## config.mk

```make
export PLATFORM = sky130hd
export DESIGN_NAME = rpc_top
export DESIGN_NICKNAME = d
export VERILOG_FILES = /design/src/include/rpc_pkg.sv /design/src/logic/rpc_ref_route.sv /design/src/logic/rpc_top.sv
export SDC_FILE = /design/constraint.sdc
export NUM_CORES = 1
export LEC_CHECK = 0
export BUFFER_PORTS_ARGS = -buffer_cell sky130_fd_sc_hd__buf_2
export CORE_AREA = 8 8 80 82
export CTS_CLUSTER_DIAMETER = 200
export CTS_CLUSTER_SIZE = 30
export DETAILED_ROUTE_END_ITERATION = 8
export DIE_AREA = 0 0 88 90
export GPL_ROUTABILITY_DRIVEN = 1
export SYNTH_ARGS = -nofsm -noshare
export SYNTH_HDL_FRONTEND = slang
export SYNTH_SLANG_ARGS = --single-unit
```

## constraint.sdc

```tcl
create_clock -name clk -period 2.13 [get_ports clk]
set_input_delay 0.3195 -clock clk [delete_from_list [all_inputs] [get_ports clk]]
set_output_delay 0.3195 -clock clk [all_outputs]
set_load 0.005 [all_outputs]
```

## src/include/rpc_pkg.sv

```systemverilog
// constants, field layout and carrier types for the fourth-input priority bank
// assumes one 100 MHz clock and a byte-wide register access port in the same domain
// How it works
// - a four-bit priority is kept for the fourth reference input, a smaller nonzero value ranking it higher.
// - a priority of zero takes the fourth reference input out of automatic selection.
// - with the path target select bit clear, the priority field reads and writes the main path value.
// - with the path target select bit set, the priority field reads and writes a separate auxiliary path value.
// - a two-bit field picks which of four leaky bucket configurations the activity monitor uses.
package rpc_pkg;
	localparam int          ADDR_W          = 8;
	localparam int          DATA_W          = 8;
	localparam int          PRIO_W          = 4;
	// register offsets
	localparam logic [7:0]  OFS_PRIO4       = 8'h19;
	localparam logic [7:0]  OFS_FREQ_CFG    = 8'h22;
	localparam logic [7:0]  OFS_SRC_SEL     = 8'h4b;
	// field positions
	localparam int          SRC_SEL_PATH_B  = 4;
	localparam int          CFG_PREDIV_B    = 7;
	localparam int          CFG_LOCK8K_B    = 6;
	localparam int          CFG_BUCKET_LO   = 4;
	localparam int          CFG_FREQ_LO     = 0;
	// values after reset
	localparam logic [3:0]  PRIO_MAIN_RST   = 4'h5;
	localparam logic [3:0]  PRIO_AUX_RST    = 4'h0;
	localparam logic [7:0]  FREQ_CFG_RST    = 8'h00;
	localparam logic        PATH_SEL_RST    = 1'b0;
	// read answer latency in cycles
	localparam int          RD_LAT          = 1;

	typedef struct packed {
		logic       input_predivide_enable;
		logic       lock_at_8k_enable;
		logic [1:0] activity_bucket_config_select;
		logic [3:0] freq_code;
	} rpc_cfg_t;

	typedef struct packed {
		logic [3:0] prio;
		logic       eligible;
	} rpc_path_prio_t;
endpackage

```

## src/logic/rpc_ref_route.sv

```systemverilog
// reference routing stage: picks direct or pre-divided input, registered
// assumes both reference samples are synchronous to clk
module rpc_ref_route (
	// clock and reset
	input  wire logic clk,
	input  wire logic reset_n,
	// control
	input  wire logic predivide_en,
	// reference samples
	input  wire logic ref_direct,
	input  wire logic ref_predivided,
	// routed reference
	output logic      ref_routed_r
);
	logic ref_routed_nxt;

	always_comb begin
		ref_routed_nxt = predivide_en ? ref_predivided : ref_direct;
	end

	always_ff @(posedge clk or negedge reset_n) begin
		if (!reset_n) begin
			ref_routed_r <= 1'b0;
		end else begin
			ref_routed_r <= ref_routed_nxt;
		end
	end
endmodule

```

## src/logic/rpc_top.sv

```systemverilog
// fourth-input priority and input configuration registers
// assumes a byte register port driven synchronously to clk; one access per cycle
module rpc_top (
	// clock and reset
	input  wire logic                     clk,
	input  wire logic                     reset_n,
	// register access port
	input  wire logic [7:0]               reg_addr,
	input  wire logic                     reg_wr,
	input  wire logic [7:0]               reg_wdata,
	input  wire logic                     reg_rd,
	output logic [7:0]                    reg_rdata_r,
	output logic                          reg_rvalid_r,
	// reference samples
	input  wire logic                     ref_in,
	input  wire logic                     ref_predivided,
	// configuration to selection and monitoring
	output rpc_pkg::rpc_path_prio_t       main_prio_r,
	output rpc_pkg::rpc_path_prio_t       aux_prio_r,
	output rpc_pkg::rpc_cfg_t             input_cfg_r,
	output logic                          path_priority_target_select_r,
	output logic                          ref_to_dpll_r
);
	logic [3:0] prio_main_r;
	logic [3:0] prio_aux_r;
	logic [7:0] rdata_nxt;
	logic       wr_prio;
	logic       wr_cfg;
	logic       wr_sel;

	// the select bit picks which path's copy the shared field window shows
	function automatic logic [3:0] sel_prio(input logic sel, input logic [3:0] m,
		input logic [3:0] a);
		sel_prio = sel ? a : m;
	endfunction

	assign wr_prio = reg_wr && (reg_addr == rpc_pkg::OFS_PRIO4);
	assign wr_cfg  = reg_wr && (reg_addr == rpc_pkg::OFS_FREQ_CFG);
	assign wr_sel  = reg_wr && (reg_addr == rpc_pkg::OFS_SRC_SEL);

	// path target select
	always_ff @(posedge clk or negedge reset_n) begin
		if (!reset_n) begin
			path_priority_target_select_r <= rpc_pkg::PATH_SEL_RST;
		end else if (wr_sel) begin
			path_priority_target_select_r <= reg_wdata[rpc_pkg::SRC_SEL_PATH_B];
		end
	end

	// per-path priority copies; upper nibble of the write is dropped
	always_ff @(posedge clk or negedge reset_n) begin
		if (!reset_n) begin
			prio_main_r <= rpc_pkg::PRIO_MAIN_RST;
			prio_aux_r  <= rpc_pkg::PRIO_AUX_RST;
		end else if (wr_prio) begin
			if (path_priority_target_select_r) begin
				prio_aux_r <= reg_wdata[3:0];
			end else begin
				prio_main_r <= reg_wdata[3:0];
			end
		end
	end

	// values and eligibility seen by the selector, one cycle behind the store
	always_ff @(posedge clk or negedge reset_n) begin
		if (!reset_n) begin
			main_prio_r <= '0;
			aux_prio_r  <= '0;
		end else begin
			main_prio_r.prio     <= prio_main_r;
			aux_prio_r.prio      <= prio_aux_r;
			main_prio_r.eligible <= |prio_main_r;
			aux_prio_r.eligible  <= |prio_aux_r;
		end
	end

	// input frequency and monitor configuration
	always_ff @(posedge clk or negedge reset_n) begin
		if (!reset_n) begin
			input_cfg_r <= rpc_pkg::rpc_cfg_t'(rpc_pkg::FREQ_CFG_RST);
		end else if (wr_cfg) begin
			input_cfg_r <= rpc_pkg::rpc_cfg_t'(reg_wdata);
		end
	end

	// read mux; unmapped offsets and unused bits read zero
	always_comb begin
		rdata_nxt = 8'h00;
		case (reg_addr)
			rpc_pkg::OFS_PRIO4: begin
				rdata_nxt = {4'h0, sel_prio(path_priority_target_select_r,
					prio_main_r, prio_aux_r)};
			end
			rpc_pkg::OFS_FREQ_CFG: begin
				rdata_nxt = input_cfg_r;
			end
			rpc_pkg::OFS_SRC_SEL: begin
				rdata_nxt[rpc_pkg::SRC_SEL_PATH_B] = path_priority_target_select_r;
			end
			default: begin
				rdata_nxt = 8'h00;
			end
		endcase
	end

	always_ff @(posedge clk or negedge reset_n) begin
		if (!reset_n) begin
			reg_rdata_r  <= 8'h00;
			reg_rvalid_r <= 1'b0;
		end else begin
			reg_rvalid_r <= reg_rd;
			if (reg_rd) begin
				reg_rdata_r <= rdata_nxt;
			end
		end
	end

	rpc_ref_route u_route (
		.clk            (clk),
		.reset_n        (reset_n),
		.predivide_en   (input_cfg_r.input_predivide_enable),
		.ref_direct     (ref_in),
		.ref_predivided (ref_predivided),
		.ref_routed_r   (ref_to_dpll_r)
	);

	// checks
	property p_main_write;
		@(posedge clk) disable iff (!reset_n)
		(wr_prio && !path_priority_target_select_r) |=> ##1
			(main_prio_r.prio == $past(reg_wdata[3:0], 2)) && $stable(aux_prio_r.prio);
	endproperty
	a_main_write: assert property (p_main_write) else $error("main priority write lost");

	property p_aux_write;
		@(posedge clk) disable iff (!reset_n)
		(wr_prio && path_priority_target_select_r) |=> ##1
			(aux_prio_r.prio == $past(reg_wdata[3:0], 2)) && $stable(main_prio_r.prio);
	endproperty
	a_aux_write: assert property (p_aux_write) else $error("aux priority write lost");

	property p_prio_read;
		@(posedge clk) disable iff (!reset_n)
		(reg_rd && !reg_wr && reg_addr == rpc_pkg::OFS_PRIO4) |=> reg_rvalid_r &&
			(reg_rdata_r == {4'h0, ($past(path_priority_target_select_r) ?
			$past(prio_aux_r) : $past(prio_main_r))});
	endproperty
	a_prio_read: assert property (p_prio_read) else $error("priority read wrong path");

	property p_prio_hold;
		@(posedge clk) disable iff (!reset_n)
		!wr_prio |=> $stable(prio_main_r) && $stable(prio_aux_r);
	endproperty
	a_prio_hold: assert property (p_prio_hold) else $error("priority changed unwritten");

	property p_eligible;
		@(posedge clk) disable iff (!reset_n)
		(prio_main_r == 4'h0) |=> !main_prio_r.eligible;
	endproperty
	a_eligible: assert property (p_eligible) else $error("zero priority still eligible");

	property p_eligible_aux;
		@(posedge clk) disable iff (!reset_n)
		(prio_aux_r != 4'h0) |=> aux_prio_r.eligible;
	endproperty
	a_eligible_aux: assert property (p_eligible_aux) else $error("nonzero aux not eligible");

	property p_route;
		@(posedge clk) disable iff (!reset_n)
		1'b1 |=> ref_to_dpll_r == ($past(input_cfg_r.input_predivide_enable) ?
			$past(ref_predivided) : $past(ref_in));
	endproperty
	a_route: assert property (p_route) else $error("reference routed wrongly");

	property p_bucket;
		@(posedge clk) disable iff (!reset_n)
		wr_cfg |=> input_cfg_r.activity_bucket_config_select ==
			$past(reg_wdata[rpc_pkg::CFG_BUCKET_LO +: 2]);
	endproperty
	a_bucket: assert property (p_bucket) else $error("bucket select not stored");

	property p_predivide_field;
		@(posedge clk) disable iff (!reset_n)
		wr_cfg |=> input_cfg_r.input_predivide_enable ==
			$past(reg_wdata[rpc_pkg::CFG_PREDIV_B]);
	endproperty
	a_predivide_field: assert property (p_predivide_field) else $error("predivide not stored");

	property p_cfg_hold;
		@(posedge clk) disable iff (!reset_n)
		!wr_cfg |=> $stable(input_cfg_r);
	endproperty
	a_cfg_hold: assert property (p_cfg_hold) else $error("config changed unwritten");

	property p_cfg_read;
		@(posedge clk) disable iff (!reset_n)
		(reg_rd && !reg_wr && reg_addr == rpc_pkg::OFS_FREQ_CFG) |=> reg_rvalid_r &&
			(reg_rdata_r == $past(input_cfg_r));
	endproperty
	a_cfg_read: assert property (p_cfg_read) else $error("config read wrong");

	// the select bit steers every later priority access, so a lost write misroutes both paths
	property p_sel_write;
		@(posedge clk) disable iff (!reset_n)
		wr_sel |=> path_priority_target_select_r ==
			$past(reg_wdata[rpc_pkg::SRC_SEL_PATH_B]);
	endproperty
	a_sel_write: assert property (p_sel_write) else $error("select write lost");

	property p_sel_hold;
		@(posedge clk) disable iff (!reset_n)
		!wr_sel |=> $stable(path_priority_target_select_r);
	endproperty
	a_sel_hold: assert property (p_sel_hold) else $error("select changed unwritten");

	property p_eligible_main_set;
		@(posedge clk) disable iff (!reset_n)
		(prio_main_r != 4'h0) |=> main_prio_r.eligible;
	endproperty
	a_eligible_main_set: assert property (p_eligible_main_set) else $error("nonzero main not eligible");

	property p_ineligible_aux;
		@(posedge clk) disable iff (!reset_n)
		(prio_aux_r == 4'h0) |=> !aux_prio_r.eligible;
	endproperty
	a_ineligible_aux: assert property (p_ineligible_aux) else $error("zero aux still eligible");

	property p_rdata_hold;
		@(posedge clk) disable iff (!reset_n)
		!reg_rd |=> $stable(reg_rdata_r) && !reg_rvalid_r;
	endproperty
	a_rdata_hold: assert property (p_rdata_hold) else $error("read answer without read");
endmodule

```

==> flow_metrics.py <==
metrics = {
    "power_and_ir_drop": {
        "powerDensity_nw_per_um2": 741,
        "vdd_drop_max_uv": 407,
        "swShare": 0.221,
        "leakagePower_nw": 0.993,
        "combPwrFrac": 0.067,
        "power.switching_uw": 318,
        "power_frac_clock": 0.419,
        "power.internal_mw": 1.12,
        "seq_power_share": 0.514,
    },
    "synthesis": {
        "yosys.area.top_type_share": 0.588,
        "yosysTopAreaCell": "dfrtp_1",
        "synth_compound_area_frac": 0.0605,
        "synth_fa_ha_area_frac": 0,
        "synth_nets": 122,
        "yosysMostFrequentCell": "dfrtp_1",
        "synth.avg_cell_area_um2": 14.9,
        "synth-seq-area-share": 0.624,
        "syn-cell-area_um2": 1490,
        "synth-main-ff-cell": "dfrtp_1",
        "synth_area_leaders": "dfrtp_1 (59%), mux2_2 (14%), dfstp_2 (3.5%)",
        "synth-simple-area-share": 0.125,
        "syn_inst": 100,
        "synth_mux_area_frac": 0.163,
        "yosys_warnings": 0,
        "synth_xor_area_frac": 0,
        "synth_edf_count": 0,
        "synth_top_family_by_area": "multiplexers",
        "synth_seq_cells": 37,
        "netlist-cell-type-count": 24,
        "synth-async-reset-ratio": 1.00,
        "synth_common_cells": "dfrtp_1 (35), mux2_2 (18), inv_1 (7)",
    },
    "sta": {
        "finalSetupViolCount": 0,
        "relSlewSlack": 0.457,
        "period_needed_ps": 1560,
        "worst_pin_slew_ps": 815,
        "fmax_mhz": 640,
        "final.period_utilization": 0.734,
        "drv_slew": 0,
        "hold_viol": 0,
        "skew_ps": 8.64,
        "grt_setup_unrepaired": "no",
        "holdWs_ps": 117,
        "setup_tns_ps": 0,
    },
    "critical_path": {
        "r2r_end": "prio_aux_r[3]",
        "cp-endpoint": "prio_main_r[1]",
        "critPathKind": "in2reg",
        "r2r_start": "path_priority_target_select_r",
        "reg2reg_depth": 3,
        "critPathLaunch": "reg_addr[7]",
        "crit_required_ps": 2310,
        "r2r_slack_ps": 620,
        "critPathArrivalTime_ps": 1740,
        "path_max_fanout": 4,
        "end_kind": "flip-flop",
        "cp-start-kind": "input port",
    },
    "cts": {
        "clock_latency_ps": 290,
        "cts_tree": "built",
        "clock-sinks": 37,
        "numCtsBuffers": 5,
        "post-cts-setup-buffer-count": 0,
        "root_buffer": "clkbuf_8",
        "cts_buffer_depth": 2,
        "htree_levels": 2,
        "clk_pin_slew_worst_paths_ps": 80,
        "cts_resized": 0,
        "hold_buffers": 0,
    },
    "global_route": {
        "grt_pass1_vias": 1138,
        "grt_max_degree": 38,
        "grt_overflow": 0,
        "grt_usage": 0.102,
        "grt_pass1_wl_um": 6160,
        "antenna_found_initial": 0,
    },
    "floorplanning": {
        "row_count": 27,
        "fp.dieW_um": 88,
        "dieArea_um2": 7920,
        "die_h_um": 90,
        "coreArea_um2": 5240,
        "ios": 51,
        "initial_core_util": 0.284,
    },
    "drt": {
        "ant_nets": 0,
        "vias": 1006,
        "vias_per_cell": 4.39,
        "drt_iter0_markers": 22,
        "first_pass_iters": 4,
        "route.detailed.drc": 0,
        "detail_route.wl_per_cell_um": 16.1,
        "wl_um": 3680,
    },
    "run_status": {
        "status": "finished, final reports clean",
    },
    "place": {
        "place_congestion": 0.758,
        "portBuffers": 50,
        "place_hpwl_um": 2750,
        "place_area_um2": 1830,
    },
    "layout": {
        "diodes": 0,
        "final_cell_area_um2": 1940,
        "drive_gt1_frac": 0.541,
        "areaGrowthSynthToFinish_pct": 30.3,
        "final_nets": 178,
    },
    "hold_path": {
        "worst_hold_path_type": "in2async",
    },
    "run": {
        "maxCapViolations": 0,
    },
}
==> per-stage QoR <==
step | utilization | power, mW | setup WS, ps | cells
floorplan | - | 0.786 | 453 | 100
global placement | 0.349 | 0.853 | 279 | 221
detailed placement | 0.349 | 0.853 | 240 | 221
CTS | 0.371 | 1.46 | 556 | 229
global route | 0.371 | 1.51 | 508 | 229
finish | 0.371 | 1.44 | 567 | 229
==> layer usage <==
layer | up-vias | routed length, um | track usage
li1 | 478 | - | -
met1 | 490 | 1690 | 0.131
met3 | 4 | 229 | 0.0355
met2 | 34 | 1740 | 0.154
met5 | - | 0 | 0
met4 | 0 | 30 | 0.0344
==> sequential cells by signal, summed over array words and instances, names as in the netlist <==
name                           flops
aux_prio_r                         5
prio_aux_r                         4
input_cfg_r                        8
u_route.ref_routed_r               1
reg_rvalid_r                       1
prio_main_r                        4
reg_rdata_r                        8
path_priority_target_select_r      1
main_prio_r                        5
==> final cells by class <==
class | count | area [um2]
clock buffer | 6 | 72.6
sequential | 37 | 928
multi-input combinational | 53 | 519
timing repair buffer | 52 | 265
clock inverter | 2 | 38.8
fill | 525 | 3300
inverter | 7 | 26.3
tap | 72 | 90.1
==> cell usage in the layout, fill, tap and decap left out, types with 2 or more instances in the layout <==
cell type  synthesis  layout
a41oi_1            4       4
buf_2              0      50
buf_4              1       2
clkbuf_8           0       5
dfrtp_1           35      35
dfstp_2            2       2
inv_1              7       7
mux2_2            18      18
mux2i_1            4       4
nand3_1            2       2
nor2b_1            4       4
nor4b_2            2       2
o21ai_0            4       4
o2bb2ai_1          3       3
or4_1              2       2
==> power groups by stage <==
stage / clock network (mW) / logic (mW) / registers [mW]
after CTS: 0.620 / 0.0998 / 0.741
after global placement: 0 / 0.0989 / 0.754
after global routing: 0.656 / 0.109 / 0.743
after floorplan: 0 / 0.0355 / 0.750
after detailed placement: 0 / 0.0992 / 0.754
final: 0.603 / 0.0958 / 0.740
==> worst min-delay path by stage <==
| stage | depth (start not counted) | from | slack, ps | end |
|---|---|---|---|---|
| floorplan | 0 | reset_n | 20 | aux_prio_r[0] |
| global placement | 0 | prio_aux_r[2] | 410 | aux_prio_r[3] |
| detailed placement | 0 | prio_main_r[1] | 410 | main_prio_r[2] |
| CTS | 1 | reset_n | 150 | aux_prio_r[2] |
| global route | 1 | reset_n | 180 | input_cfg_r[2] |
| finish | 1 | reset_n | 120 | aux_prio_r[2] |
==> cell families (layout without fill, tap and decap cells) <==
family,Yosys count,in the layout
flops,37,37
mux,22,22
simple gates,19,19
compound gates,12,12
buf+inv,10,67
==> critical path: stages <==
cell and delay [ps]:
buf_2 110, or4b_4 580, nor4_4 360, mux2_2 380
No activity file was read; power rests on OpenSTA's default activity.
